**src/tmc_consts.svh**
```systemverilog
/*
 timer/counter constants: register byte offsets, field positions, reset values,
 synchroniser depth. assumes an 8-bit word-aligned AXI4-Lite byte address.
*/
`ifndef TMC_CONSTS_SVH
`define TMC_CONSTS_SVH

`define TMC_ADDR_W      8
`define TMC_A_STATUS    8'h00
`define TMC_A_CTRL      8'h04
`define TMC_A_COUNT     8'h08
`define TMC_A_PRELOAD   8'h0C
`define TMC_A_PRECNT    8'h10
`define TMC_A_MCTRL     8'h14
`define TMC_A_MATCH0    8'h18
`define TMC_A_CCTRL     8'h28
`define TMC_A_CAPT0     8'h2C
`define TMC_A_OUTCTRL   8'h3C
`define TMC_A_MODE      8'h40
`define TMC_A_MASK      8'h44

`define TMC_CTRL_RUN    0
`define TMC_CTRL_CLR    1
`define TMC_MODE_EXT    0
`define TMC_ST_CAP      4
`define TMC_MC_STRIDE   3
`define TMC_MC_INT      2
`define TMC_CC_STRIDE   3
`define TMC_CC_RISE     0
`define TMC_CC_FALL     1
`define TMC_CC_INT      2
`define TMC_OC_ACT      4

`define TMC_RST_CTRL    2'h0
`define TMC_RST_PRE     32'h0000_0000
`define TMC_RST_MCTRL   12'h000
`define TMC_RST_CCTRL   12'h000
`define TMC_RST_MASK    8'hFF

`define TMC_RESP_OKAY   2'h0
`define TMC_RESP_SLVERR 2'h2
`define TMC_SYNC_STAGES 2

`endif

```
**src/tmc_pkg.sv**
```systemverilog
/*
 timer/counter types: match and output actions, module state records.
 assumes tmc_consts.svh for numeric values.
*/
package tmc_pkg;

   typedef enum logic [1:0] {
      TMC_MA_KEEP  = 2'h0,
      TMC_MA_STOP  = 2'h1,
      TMC_MA_RESET = 2'h2
   } tmc_mact_t;

   typedef enum logic [1:0] {
      TMC_OA_NONE   = 2'h0,
      TMC_OA_LOW    = 2'h1,
      TMC_OA_HIGH   = 2'h2,
      TMC_OA_TOGGLE = 2'h3
   } tmc_oact_t;

   typedef struct packed {
      logic             aw_held;
      logic [7:0]       awaddr;
      logic             w_held;
      logic [31:0]      wdata;
      logic [3:0]       wstrb;
      logic             bvalid;
      logic [1:0]       bresp;
      logic             rvalid;
      logic [31:0]      rdata;
      logic [1:0]       rresp;
   } tmc_axi_t;

   typedef struct packed {
      logic             run;
      logic             clr;
      logic             ext_mode;
      logic [31:0]      count;
      logic [31:0]      precnt;
      logic [31:0]      preload;
      logic [11:0]      mctrl;
      logic [3:0][31:0] match;
      logic [11:0]      cctrl;
      logic [3:0][31:0] capt;
      logic [3:0]       outs;
      logic [7:0]       oact;
      logic [7:0]       status;
      logic [7:0]       mask;
   } tmc_core_t;

endpackage

```
**src/tmc_axil_slave.sv**
```systemverilog
/*
 AXI4-Lite slave front end: holds address and data, issues one write strobe
 and one read strobe per transfer. assumes the register file answers the
 decode combinationally from wr_addr / rd_addr.
*/
`timescale 1ns/10ps
`include "tmc_consts.svh"

module tmc_axil_slave (
   input  wire logic        clk,
   input  wire logic        rst,
   input  wire logic [7:0]  s_axi_awaddr,
   input  wire logic        s_axi_awvalid,
   output logic             s_axi_awready,
   input  wire logic [31:0] s_axi_wdata,
   input  wire logic [3:0]  s_axi_wstrb,
   input  wire logic        s_axi_wvalid,
   output logic             s_axi_wready,
   output logic [1:0]       s_axi_bresp,
   output logic             s_axi_bvalid,
   input  wire logic        s_axi_bready,
   input  wire logic [7:0]  s_axi_araddr,
   input  wire logic        s_axi_arvalid,
   output logic             s_axi_arready,
   output logic [31:0]      s_axi_rdata,
   output logic [1:0]       s_axi_rresp,
   output logic             s_axi_rvalid,
   input  wire logic        s_axi_rready,
   output logic             wr_en,
   output logic [7:0]       wr_addr,
   output logic [31:0]      wr_data,
   output logic [3:0]       wr_strb,
   input  wire logic        wr_err,
   output logic             rd_en,
   output logic [7:0]       rd_addr,
   input  wire logic [31:0] rd_data,
   input  wire logic        rd_err
);

   tmc_pkg::tmc_axi_t s_r;
   tmc_pkg::tmc_axi_t s_nxt;

   assign s_axi_awready = ~s_r.aw_held;
   assign s_axi_wready  = ~s_r.w_held;
   assign s_axi_arready = ~s_r.rvalid;
   assign s_axi_bvalid  = s_r.bvalid;
   assign s_axi_bresp   = s_r.bresp;
   assign s_axi_rvalid  = s_r.rvalid;
   assign s_axi_rdata   = s_r.rdata;
   assign s_axi_rresp   = s_r.rresp;
   assign wr_en         = s_r.aw_held & s_r.w_held & ~s_r.bvalid;
   assign wr_addr       = s_r.awaddr;
   assign wr_data       = s_r.wdata;
   assign wr_strb       = s_r.wstrb;
   assign rd_en         = s_axi_arvalid & ~s_r.rvalid;
   assign rd_addr       = s_axi_araddr;

   always_comb begin
      s_nxt = s_r;
      // address and data are taken in either order
      if (s_axi_awvalid & ~s_r.aw_held) begin
         s_nxt.aw_held = 1'b1;
         s_nxt.awaddr  = s_axi_awaddr;
      end
      if (s_axi_wvalid & ~s_r.w_held) begin
         s_nxt.w_held = 1'b1;
         s_nxt.wdata  = s_axi_wdata;
         s_nxt.wstrb  = s_axi_wstrb;
      end
      if (s_r.bvalid & s_axi_bready) begin
         s_nxt.bvalid = 1'b0;
      end
      if (wr_en) begin
         s_nxt.aw_held = 1'b0;
         s_nxt.w_held  = 1'b0;
         s_nxt.bvalid  = 1'b1;
         s_nxt.bresp   = wr_err ? `TMC_RESP_SLVERR : `TMC_RESP_OKAY;
      end
      if (s_r.rvalid & s_axi_rready) begin
         s_nxt.rvalid = 1'b0;
      end
      if (rd_en) begin
         s_nxt.rvalid = 1'b1;
         s_nxt.rdata  = rd_data;
         s_nxt.rresp  = rd_err ? `TMC_RESP_SLVERR : `TMC_RESP_OKAY;
      end
   end

   always_ff @(posedge clk or posedge rst) begin
      if (rst) begin
         s_r <= '0;
      end else begin
         s_r <= s_nxt;
      end
   end

endmodule // tmc_axil_slave

```
**src/tmc_edge_sync.sv**
```systemverilog
/*
 two-stage synchroniser with edge detection for one asynchronous pin.
 assumes the pin is slow against clk; pulses last one clk cycle.
*/
`timescale 1ns/10ps
`include "tmc_consts.svh"

module tmc_edge_sync #(
   parameter int SYNC = `TMC_SYNC_STAGES
) (
   input  wire logic clk,
   input  wire logic rst,
   input  wire logic pin,
   output logic      rise,
   output logic      fall
);

   typedef struct packed {
      logic [SYNC-1:0] sync;
      logic            last;
   } tmc_es_t;

   tmc_es_t s_r;
   tmc_es_t s_nxt;

   // refuse a chain too short to synchronise
   if (SYNC < 2) begin : g_bad_sync
      $error("tmc_edge_sync needs at least two stages");
   end

   always_comb begin
      s_nxt      = s_r;
      s_nxt.sync = {s_r.sync[SYNC-2:0], pin};
      s_nxt.last = s_r.sync[SYNC-1];
   end

   always_ff @(posedge clk or posedge rst) begin
      if (rst) begin
         s_r <= '0;
      end else begin
         s_r <= s_nxt;
      end
   end

   assign rise = s_r.sync[SYNC-1] & ~s_r.last;
   assign fall = ~s_r.sync[SYNC-1] & s_r.last;

endmodule // tmc_edge_sync

```
**src/tmc_timer.sv**
```systemverilog
/*
 32-bit timer/counter with prescaler, four match channels with pin actions,
 four capture channels, sticky interrupt status and mask, AXI4-Lite registers.
 assumes ext_clk_in and cap_in are asynchronous pins, slow against clk.
*/
// Chosen here: register access over AXI4-Lite and the register addresses.
`timescale 1ns/10ps
`include "tmc_consts.svh"

// Summary of operation
// - 32-bit counter advances on internal clock or on rising external clock edges.
// - counting source passes a programmable 32-bit prescaler before the counter.
// - four software-programmed 32-bit match registers are compared with the counter.
// - on match: keep counting, stop, or clear; interrupt only if enabled.
// - four match outputs go low, high, toggle or stay on their match.
// - four capture registers latch the counter on a selected input transition.
// - a capture raises an interrupt only when enabled for that channel.
module tmc_timer (
   input  wire logic        clk,
   input  wire logic        rst,
   input  wire logic [7:0]  s_axi_awaddr,
   input  wire logic        s_axi_awvalid,
   output logic             s_axi_awready,
   input  wire logic [31:0] s_axi_wdata,
   input  wire logic [3:0]  s_axi_wstrb,
   input  wire logic        s_axi_wvalid,
   output logic             s_axi_wready,
   output logic [1:0]       s_axi_bresp,
   output logic             s_axi_bvalid,
   input  wire logic        s_axi_bready,
   input  wire logic [7:0]  s_axi_araddr,
   input  wire logic        s_axi_arvalid,
   output logic             s_axi_arready,
   output logic [31:0]      s_axi_rdata,
   output logic [1:0]       s_axi_rresp,
   output logic             s_axi_rvalid,
   input  wire logic        s_axi_rready,
   input  wire logic        ext_clk_in,
   input  wire logic [3:0]  cap_in,
   output logic [3:0]       match_out,
   output logic             irq
);

   localparam int NCH = 4;

   tmc_pkg::tmc_core_t s_r;
   tmc_pkg::tmc_core_t s_nxt;

   logic        wr_en;
   logic [7:0]  wr_addr;
   logic [31:0] wr_data;
   logic [3:0]  wr_strb;
   logic        wr_err;
   logic        rd_en;
   logic [7:0]  rd_addr;
   logic [31:0] rd_data;
   logic        rd_err;
   logic        ext_rise;
   logic [3:0]  cap_rise;
   logic [3:0]  cap_fall;

   tmc_axil_slave u_bus (
      .clk           (clk),
      .rst           (rst),
      .s_axi_awaddr  (s_axi_awaddr),
      .s_axi_awvalid (s_axi_awvalid),
      .s_axi_awready (s_axi_awready),
      .s_axi_wdata   (s_axi_wdata),
      .s_axi_wstrb   (s_axi_wstrb),
      .s_axi_wvalid  (s_axi_wvalid),
      .s_axi_wready  (s_axi_wready),
      .s_axi_bresp   (s_axi_bresp),
      .s_axi_bvalid  (s_axi_bvalid),
      .s_axi_bready  (s_axi_bready),
      .s_axi_araddr  (s_axi_araddr),
      .s_axi_arvalid (s_axi_arvalid),
      .s_axi_arready (s_axi_arready),
      .s_axi_rdata   (s_axi_rdata),
      .s_axi_rresp   (s_axi_rresp),
      .s_axi_rvalid  (s_axi_rvalid),
      .s_axi_rready  (s_axi_rready),
      .wr_en         (wr_en),
      .wr_addr       (wr_addr),
      .wr_data       (wr_data),
      .wr_strb       (wr_strb),
      .wr_err        (wr_err),
      .rd_en         (rd_en),
      .rd_addr       (rd_addr),
      .rd_data       (rd_data),
      .rd_err        (rd_err)
   );

   // external count clock, synchronised and edge detected
   tmc_edge_sync u_ext (
      .clk  (clk),
      .rst  (rst),
      .pin  (ext_clk_in),
      .rise (ext_rise),
      .fall ()
   );

   for (genvar g = 0; g < NCH; g++) begin : g_cap
      tmc_edge_sync u_cap (
         .clk  (clk),
         .rst  (rst),
         .pin  (cap_in[g]),
         .rise (cap_rise[g]),
         .fall (cap_fall[g])
      );
   end

   function automatic logic [31:0] merge(input logic [31:0] old,
                                         input logic [31:0] data,
                                         input logic [3:0]  strb);
      logic [31:0] r;
      r = old;
      for (int b = 0; b < 4; b++) begin
         if (strb[b]) begin
            r[b*8 +: 8] = data[b*8 +: 8];
         end
      end
      return r;
   endfunction

   function automatic logic [7:0] word(input logic [7:0] a);
      return {a[7:2], 2'b00};
   endfunction

   // read decode
   always_comb begin
      logic [7:0] a;
      a       = word(rd_addr);
      rd_data = '0;
      rd_err  = 1'b0;
      case (a)
         `TMC_A_STATUS:  rd_data = {24'h0, s_r.status};
         `TMC_A_CTRL:    rd_data = {30'h0, s_r.clr, s_r.run};
         `TMC_A_COUNT:   rd_data = s_r.count;
         `TMC_A_PRELOAD: rd_data = s_r.preload;
         `TMC_A_PRECNT:  rd_data = s_r.precnt;
         `TMC_A_MCTRL:   rd_data = {20'h0, s_r.mctrl};
         `TMC_A_CCTRL:   rd_data = {20'h0, s_r.cctrl};
         `TMC_A_OUTCTRL: rd_data = {20'h0, s_r.oact, s_r.outs};
         `TMC_A_MODE:    rd_data = {31'h0, s_r.ext_mode};
         `TMC_A_MASK:    rd_data = {24'h0, s_r.mask};
         default: begin
            rd_err = 1'b1;
            for (int i = 0; i < NCH; i++) begin
               if (a == `TMC_A_MATCH0 + 8'(4 * i)) begin
                  rd_data = s_r.match[i];
                  rd_err  = 1'b0;
               end
               if (a == `TMC_A_CAPT0 + 8'(4 * i)) begin
                  rd_data = s_r.capt[i];
                  rd_err  = 1'b0;
               end
            end
         end
      endcase
   end

   // write decode: status, count, prescale count and captures are read-only but mapped
   always_comb begin
      logic [7:0] a;
      a      = word(wr_addr);
      wr_err = 1'b1;
      case (a)
         `TMC_A_STATUS, `TMC_A_CTRL, `TMC_A_COUNT, `TMC_A_PRELOAD,
         `TMC_A_PRECNT, `TMC_A_MCTRL, `TMC_A_CCTRL, `TMC_A_OUTCTRL,
         `TMC_A_MODE, `TMC_A_MASK: wr_err = 1'b0;
         default: begin
            for (int i = 0; i < NCH; i++) begin
               if (a == `TMC_A_MATCH0 + 8'(4 * i) || a == `TMC_A_CAPT0 + 8'(4 * i)) begin
                  wr_err = 1'b0;
               end
            end
         end
      endcase
   end

   always_comb begin
      logic [7:0]  a;
      logic        src;
      logic        wrap;
      logic        adv;
      logic        any_rst;
      logic        any_stop;
      logic [3:0]  hit;
      logic [3:0]  capt_hit;
      logic [7:0]  set;
      logic [31:0] w;
      tmc_pkg::tmc_mact_t ma;
      tmc_pkg::tmc_oact_t oa;
      s_nxt    = s_r;
      a        = word(wr_addr);
      set      = '0;
      any_rst  = 1'b0;
      any_stop = 1'b0;
      hit      = '0;
      capt_hit = '0;
      ma       = tmc_pkg::TMC_MA_KEEP;
      oa       = tmc_pkg::TMC_OA_NONE;
      w        = '0;

      src  = s_r.ext_mode ? ext_rise : 1'b1;
      wrap = s_r.precnt == s_r.preload;
      adv  = s_r.run & ~s_r.clr & src & wrap;

      if (s_r.clr) begin
         s_nxt.precnt = '0;
      end else if (s_r.run & src) begin
         s_nxt.precnt = wrap ? 32'h0000_0000 : s_r.precnt + 32'h0000_0001;
      end

      for (int i = 0; i < NCH; i++) begin
         hit[i] = adv & (s_r.count == s_r.match[i]);
         ma     = tmc_pkg::tmc_mact_t'(s_r.mctrl[i*`TMC_MC_STRIDE +: 2]);
         oa     = tmc_pkg::tmc_oact_t'(s_r.oact[i*2 +: 2]);
         if (hit[i]) begin
            case (ma)
               tmc_pkg::TMC_MA_STOP:  any_stop = 1'b1;
               tmc_pkg::TMC_MA_RESET: any_rst  = 1'b1;
               default:               ;
            endcase
            set[i] = s_r.mctrl[i*`TMC_MC_STRIDE + `TMC_MC_INT];
            case (oa)
               tmc_pkg::TMC_OA_LOW:    s_nxt.outs[i] = 1'b0;
               tmc_pkg::TMC_OA_HIGH:   s_nxt.outs[i] = 1'b1;
               tmc_pkg::TMC_OA_TOGGLE: s_nxt.outs[i] = ~s_r.outs[i];
               default:                ;
            endcase
         end
         capt_hit[i] = (s_r.cctrl[i*`TMC_CC_STRIDE + `TMC_CC_RISE] & cap_rise[i])
                     | (s_r.cctrl[i*`TMC_CC_STRIDE + `TMC_CC_FALL] & cap_fall[i]);
         if (capt_hit[i]) begin
            s_nxt.capt[i] = s_r.count;
         end
         set[`TMC_ST_CAP + i] = capt_hit[i] & s_r.cctrl[i*`TMC_CC_STRIDE + `TMC_CC_INT];
      end

      if (s_r.clr) begin
         s_nxt.count = '0;
      end else if (adv) begin
         if (any_rst) begin
            s_nxt.count = '0;
         end else if (any_stop) begin
            s_nxt.run = 1'b0;
         end else begin
            s_nxt.count = s_r.count + 32'h0000_0001;
         end
      end

      if (wr_en) begin
         case (a)
            `TMC_A_CTRL: begin
               w           = merge({30'h0, s_r.clr, s_r.run}, wr_data, wr_strb);
               s_nxt.run   = w[`TMC_CTRL_RUN];
               s_nxt.clr   = w[`TMC_CTRL_CLR];
            end
            `TMC_A_PRELOAD: s_nxt.preload = merge(s_r.preload, wr_data, wr_strb);
            `TMC_A_MCTRL: begin
               w           = merge({20'h0, s_r.mctrl}, wr_data, wr_strb);
               s_nxt.mctrl = w[11:0];
            end
            `TMC_A_CCTRL: begin
               w           = merge({20'h0, s_r.cctrl}, wr_data, wr_strb);
               s_nxt.cctrl = w[11:0];
            end
            `TMC_A_OUTCTRL: begin
               w           = merge({20'h0, s_r.oact, s_r.outs}, wr_data, wr_strb);
               s_nxt.outs  = w[3:0];
               s_nxt.oact  = w[`TMC_OC_ACT +: 8];
            end
            `TMC_A_MODE: begin
               w              = merge({31'h0, s_r.ext_mode}, wr_data, wr_strb);
               s_nxt.ext_mode = w[`TMC_MODE_EXT];
            end
            `TMC_A_MASK: begin
               w          = merge({24'h0, s_r.mask}, wr_data, wr_strb);
               s_nxt.mask = w[7:0];
            end
            default: begin
               for (int i = 0; i < NCH; i++) begin
                  if (a == `TMC_A_MATCH0 + 8'(4 * i)) begin
                     s_nxt.match[i] = merge(s_r.match[i], wr_data, wr_strb);
                  end
               end
            end
         endcase
      end

      // read clears status; an event in the same cycle still sets
      if (rd_en && word(rd_addr) == `TMC_A_STATUS) begin
         s_nxt.status = set;
      end else begin
         s_nxt.status = s_r.status | set;
      end
   end

   always_ff @(posedge clk or posedge rst) begin
      if (rst) begin
         s_r          <= '0;
         s_r.run      <= 1'(`TMC_RST_CTRL >> `TMC_CTRL_RUN);
         s_r.preload  <= `TMC_RST_PRE;
         s_r.mctrl    <= `TMC_RST_MCTRL;
         s_r.cctrl    <= `TMC_RST_CCTRL;
         s_r.mask     <= `TMC_RST_MASK;
      end else begin
         s_r <= s_nxt;
      end
   end

   assign match_out = s_r.outs;
   assign irq       = |(s_r.status & s_r.mask);

endmodule // tmc_timer

```
**config.mk**
```make
export PLATFORM = sky130hd
export DESIGN_NAME = tmc_timer
export DESIGN_NICKNAME = d
export VERILOG_FILES = /design/src/tmc_pkg.sv /design/src/tmc_axil_slave.sv /design/src/tmc_edge_sync.sv /design/src/tmc_timer.sv
export VERILOG_INCLUDE_DIRS = /design/src /design/src/src
export SDC_FILE = /design/constraint.sdc
export NUM_CORES = 1
export LEC_CHECK = 0
export BUFFER_PORTS_ARGS = -buffer_cell sky130_fd_sc_hd__buf_2
export CORE_MARGIN = 2
export CORE_UTILIZATION = 30
export CTS_CLUSTER_DIAMETER = 60
export CTS_CLUSTER_SIZE = 20
export DETAILED_ROUTE_END_ITERATION = 10
export GPL_ROUTABILITY_DRIVEN = 0
export PLACE_DENSITY = 0.54
export SETUP_SLACK_MARGIN = 0.1
export SYNTH_ARGS = -nofsm -noshare
export SYNTH_HDL_FRONTEND = slang
export SYNTH_SLANG_ARGS = --single-unit
```
**constraint.sdc**
```tcl
create_clock -name clk -period 43.7 [get_ports clk]
set_input_delay 4.37 -clock clk [delete_from_list [all_inputs] [get_ports clk]]
set_output_delay 4.37 -clock clk [all_outputs]
set_load 0.005 [all_outputs]
```
After elaboration in Yosys (flattened, before gate mapping) --
Cells that the tools add are included.
Word-level totals: bits in registers 506, bits in latches 0, bits in writable memories 0, bits in read-only memories 0, output and inout port bits 46, word-level logic and storage cells 313, memories 0
Cells by class: add/subtract/negate cells 2, multipliers 0, div/mod/pow operators 0, order comparisons 0, equality and inequality tests 62, shift-type cells 0, multiplexer cells 83, bitwise gates (word level) 61, reduce and logical (&&, ||, !) cells 47
Operator list (number):
- 32-bit 2-to-1 mux | 15
- 32-bit one-hot mux with 10 select lines | 1
- 32-bit equality test | 5
- 6-bit by 4-bit equality test with 1-bit output, second input constant | 16
- 32-bit by 1-bit adder with 32-bit output, second input constant | 2
- 4-bit AND reduction | 16
- 1-bit 2-to-1 mux | 49
- 6-bit by 3-bit equality test with 1-bit output, second input constant | 8
- 3-bit AND reduction | 13
- 37-bit 2-to-1 mux | 1
- 1-bit bitwise AND | 36
- 35-bit 2-to-1 mux | 1
- 2-bit equality test, second input constant | 12
- 6-bit by 2-bit equality test with 1-bit output, second input constant | 4
- 6-bit by 5-bit equality test with 1-bit output, second input constant | 4
- 12-bit 2-to-1 mux | 2
- 10-bit OR reduction | 2
- 1-bit NOT | 19
- 2-bit by 1-bit equality test with 1-bit output, second input constant | 8
- 8-bit 2-to-1 mux | 2
- 6-bit by 1-bit equality test with 1-bit output, second input constant | 2
- 6-bit logical NOT | 2
- 1-bit one-hot mux with 3 select lines | 4
- 2-bit nonzero test | 6
- 13 further kinds | 25

Logic depth before layout (Yosys ltp) --
word-level depth 19, depth in mapped cells 13, mapped depth without buffers 10

Modules after synthesis --
Synthesis repeated with hierarchy kept, for this count alone.
Unflattened totals: cell total of the unflattened synthesis 2300, area total of the unflattened synthesis 25797.2 µm²
By module, submodules not included:
- tmc_timer | instances 1, cells each 1998, area each 21315.4 µm², seq. area each 10194.8 µm²
- tmc_axil_slave | instances 1, cells each 272, area each 4012.6 µm², seq. area each 2052.0 µm²
- tmc_edge_sync | instances 5, cells each 6, area each 93.8 µm², seq. area each 75.1 µm²

Least setup slack after synthesis --
Ideal clock, no wire load.
path type input to register, from input s_axi_araddr[7], to register u_bus.s_r, in the netlist u_bus.s_axi_rdata[12], library setup time 0.088 ns, arrival time 6.087 ns, required time 43.612 ns, path slack 37.525 ns, stages on the path 9, path buffers 2, cells stage by stage nor3b_1 -> nand2_1 -> nor2_1 -> clkbuf_1 -> clkbuf_1 -> a22oi_1 -> nand3_1 -> o21ai_0 -> a41oi_1
On the way: word-level cells in the longest chain between the ends 10
RTL lines:
- start: declaration | line tmc_timer.sv:31 | input wire logic [7:0] s_axi_araddr,
- 6-bit by 3-bit equality test with 1-bit output | line tmc_timer.sv:149 | if (a == `TMC_A_MATCH0 + 8'(4 * i)) begin
- 32-bit 2-to-1 mux | line tmc_timer.sv:149
- 32-bit 2-to-1 mux | line tmc_timer.sv:153 | if (a == `TMC_A_CAPT0 + 8'(4 * i)) begin
- 32-bit 2-to-1 mux | line tmc_timer.sv:149
- 32-bit 2-to-1 mux | line tmc_timer.sv:153
- 32-bit 2-to-1 mux | line tmc_timer.sv:149
- 32-bit 2-to-1 mux | line tmc_timer.sv:153
- 32-bit 2-to-1 mux | line tmc_timer.sv:149
- 32-bit 2-to-1 mux | line tmc_timer.sv:153
- 32-bit one-hot mux with 10 select lines * | line tmc_timer.sv:135 | case (a)
- end signal: assignment | line tmc_axil_slave.sv:93 | s_r <= s_nxt;
- end: declaration | line tmc_axil_slave.sv:40 | tmc_pkg::tmc_axi_t s_r;
Every way passes the cells marked *; elsewhere a longest branch is shown, timed or not. A chain may end at the register's enable or synchronous reset.

Worst setup path in the final report --
from input s_axi_araddr[2], to register u_bus.s_r, in the netlist u_bus.s_axi_rdata[8]
The elaborated chain is that of the path after synthesis.

==> out/metrics.yaml <==
fp.coreArea_um2: 81700
die_area_um2: 84400
critPathCaptureType: "register"
tritoncts_clock_tree: "built"
placementRows: 105
cp_data_arrival_time_ns: 7.60
crit_path_end: "u_bus.s_axi_rdata[8]"
synth_enable_flop_cells: 0
clk_root_buffer_cell: "clkbuf_16"
status: "finished, final reports clean"
first_pass_grt_wire_length_um: 127000
p_int_mw: 0.959
post_cts_buffers: 0
syn_inst: 2198
global_route.peak_usage_layer: "met2"
post_dp_cell_area_um2: 25900
post_synthesis_mean_instance_area_um2: 11.2
most-common-layout-cells: "dfrtp_1 (494), mux2_2 (354), nand2_1 (134)"
p_leak_nw: 12.5
maximum_clock_path_buffer_count: 3
setup_viol: 0
total_switching_power_mw: 0.623
irDropWorstVdd_uv: 31.0
number_of_primary_i_o_pins: 110
grt_pass1_vias: 18200
hpwlAfterDp_um: 59300
type_of_origin_of_the_critical_path: "primary input"
place_ws_ns: 36.15
timing.setup.critical_path_class: "in2reg"
route.detailed.vias_per_inst: 5.54
synth_top_flop_cell: "dfrtp_1"
num-fill-cells: 8180
timing_worst_slew_pin_value_ns: 1.35
min_period_ns: 7.12
power.density_nw_per_um2: 58.0
post_cts.resized_instances: 0
drt_first_iter_violations: 1778
initial_utilization_pct: 30.1
timing.hold.ws_ns: 0.350
maxClockFrequency_ghz: 0.141
timing.final.crit_share_pct: 16.3
numPlacedInstances: 3211
max-slew-margin-rel_pct: 9.24
postLayoutSetupSlackWorst_ns: 36.58
final-max-slew-violation-count: 0
fraction_of_final_layout_cells_sized_beyond_drive_strength_1_pct: 26.5
global_route.usage.met3_pct: 2.79
total_global_routing_track_utilization_pct: 20.1
startpoint: "s_axi_araddr[2]"
detail_route.wirelength_um: 85600
clkLatencyLatePin_ns: 0.59
synth.cell_area_um2: 24600
grt_remaining_overflow: 0
setup_tns_final_ns: 0
dieHeight_um: 290
report.final.hold_viol_count: 0
detail_route.wl_per_cell_um: 26.1
layout.core_utilization_pct: 33.4
number_of_buffers_inserted_for_hold_repair_after_clock_tree_synthesis: 0
postSynth.asyncResetShare_pct: 100
worst-path-max-fanout: 31
critical_path.reg2reg.endpoint: "s_r[383]"
cts_htree_levels: 2
combPwrFrac_pct: 29.5
r2r.worst_path.cells: 8
count_of_non_filler_cells_in_the_finished_layout: 3281
growth_of_design_area_from_synthesis_to_finish_pct: 10.7
final_antenna_net_count: 0
grt_use_met1_pct: 26.5
p_clk_share_pct: 25.2
final_common_cell: "dfrtp_1"
synth-seq-area-share_pct: 51.1
yosys_warnings: 0
grt_setup_unrepaired: "false"
drc: 0
clock_skew_ns: 0.0258
global_routing_met2_resource_utilization_pct: 32.5
cts-buffers-inserted: 39
vias: 18200
crit-reg2reg-launch: "s_r[344]"
grt_start_max_net_pins: 155
count_of_input_and_output_buffers: 103
netlist-cell-type-count: 66
width_of_the_die_um: 290
cts_sink_count: 502
path_category_of_the_worst_min_delay_check: "reg2reg"
ys_seq_elements: 502
nets: 2248
detailedRoute.firstPassIterationCount: 5
grt_antenna_before_repair: 3
switching_share_pct: 39.4
path_clk_slew_ns: 0.08
total_power_mw: 1.58
r2r_setup_slack_ns: 38.52
cap_viol_max_count: 0
required_time_at_the_endpoint_of_the_critical_path_ns: 44.19
layout.cell_area.non_filler_um2: 27300
p_seq_share_pct: 45.3
## worst min-delay path by stage
stage | from | end | cells after the start
final | g_cap[2].u_cap.s_nxt[2] | g_cap[2].u_cap.s_nxt[0] | 0
after global routing | g_cap[1].u_cap.s_nxt[2] | g_cap[1].u_cap.s_nxt[0] | 0
after CTS | g_cap[2].u_cap.s_nxt[2] | g_cap[2].u_cap.s_nxt[0] | 0
after detailed placement | g_cap[2].u_cap.s_nxt[2] | g_cap[2].u_cap.s_nxt[0] | 0
after global placement | u_ext.s_nxt[2] | u_ext.s_nxt[0] | 0
after floorplan | g_cap[0].u_cap.s_nxt[2] | g_cap[0].u_cap.s_nxt[0] | 0
## metal layers
metal / vias to the layer above / share of wire, %
met4: 2 / 5.2
met3: 169 / 5.9
met2: 670 / 47
li1: 7884 / -
met5: - / 0.012
met1: 9442 / 42
## sequential cells by signal, indices dropped and copies added, names as in the netlist
register	cells
g_cap.u_cap.s_nxt	8
g_cap.u_cap.s_r	4
match_out	4
s_r	403
u_bus.s_axi_bresp	1
u_bus.s_axi_bvalid	1
u_bus.s_axi_rdata	32
u_bus.s_axi_rresp	1
u_bus.s_axi_rvalid	1
u_bus.s_r	2
u_bus.wr_addr	6
u_bus.wr_data	32
u_bus.wr_strb	4
u_ext.s_nxt	2
u_ext.s_r	1
## power groups by stage
stage	clock, mW	combinational [mW]	sequential (mW)
final	0.398	0.466	0.717
after detailed placement	0	0.459	0.722
after floorplan	0	0.299	0.652
after CTS	0.406	0.462	0.713
after global placement	0	0.453	0.716
after global routing	0.425	0.488	0.729
## area by class of cell
| class | instances | area, um^2 | share of cell area [%] |
|---|---|---|---|
| multi-input combinational | 1470 | 11100 | 40.6 |
| tap | 1070 | 1340 | 4.91 |
| clock inverter | 27 | 380 | 1.40 |
| antenna | 1 | 2.50 | 0.00918 |
| clock buffer | 42 | 997 | 3.66 |
| inverter | 37 | 146 | 0.537 |
| sequential | 502 | 12600 | 46.1 |
| timing repair buffer | 132 | 746 | 2.74 |
## critical path, stage by stage
cell and delay, ns:
buf_2 0.19, nor3b_1 0.54, nor2b_1 0.66, nand2_2 0.75, a21oi_1 0.33, a21oi_1 0.06, nand3_1 0.12, o211ai_1 0.22
a41oi_1 0.32
## cell usage after synthesis (8+ instances only)
cell	instances	area, um^2
dfstp_2	8	210
a22o_1	19	166
xnor2_1	68	596
a41oi_1	19	166
nand2b_1	9	56.3
and3_1	24	150
a222oi_1	10	100
buf_2	31	155
dfrtp_1	494	12400
a221oi_1	18	158
a31oi_1	20	125
nor2_1	112	420
nor3_1	22	110
o31ai_1	13	97.6
a21oi_1	78	390
inv_1	37	139
nor2b_1	10	62.6
clkbuf_1	103	387
o21ai_0	101	505
o211ai_1	11	82.6
a22oi_1	106	796
nand2_1	135	507
buf_4	41	308
xor2_1	113	990
buf_1	10	37.5
mux2_2	354	3990
nand4_1	33	206
nand3_1	76	380
nor4_1	31	194
## logic make-up after synthesis
kind of cell	synth area share (%)
xor gates and xnor gates	6.44
and+or+nand+nor	9.77
other	0.0152
adders and majority gates	0.102
muxes	16.4
AOI/OAI and AO/OA	11.9
buffers and inverters	4.40
DFF	51.1
Note: power is estimated with default switching activity, not from simulation.
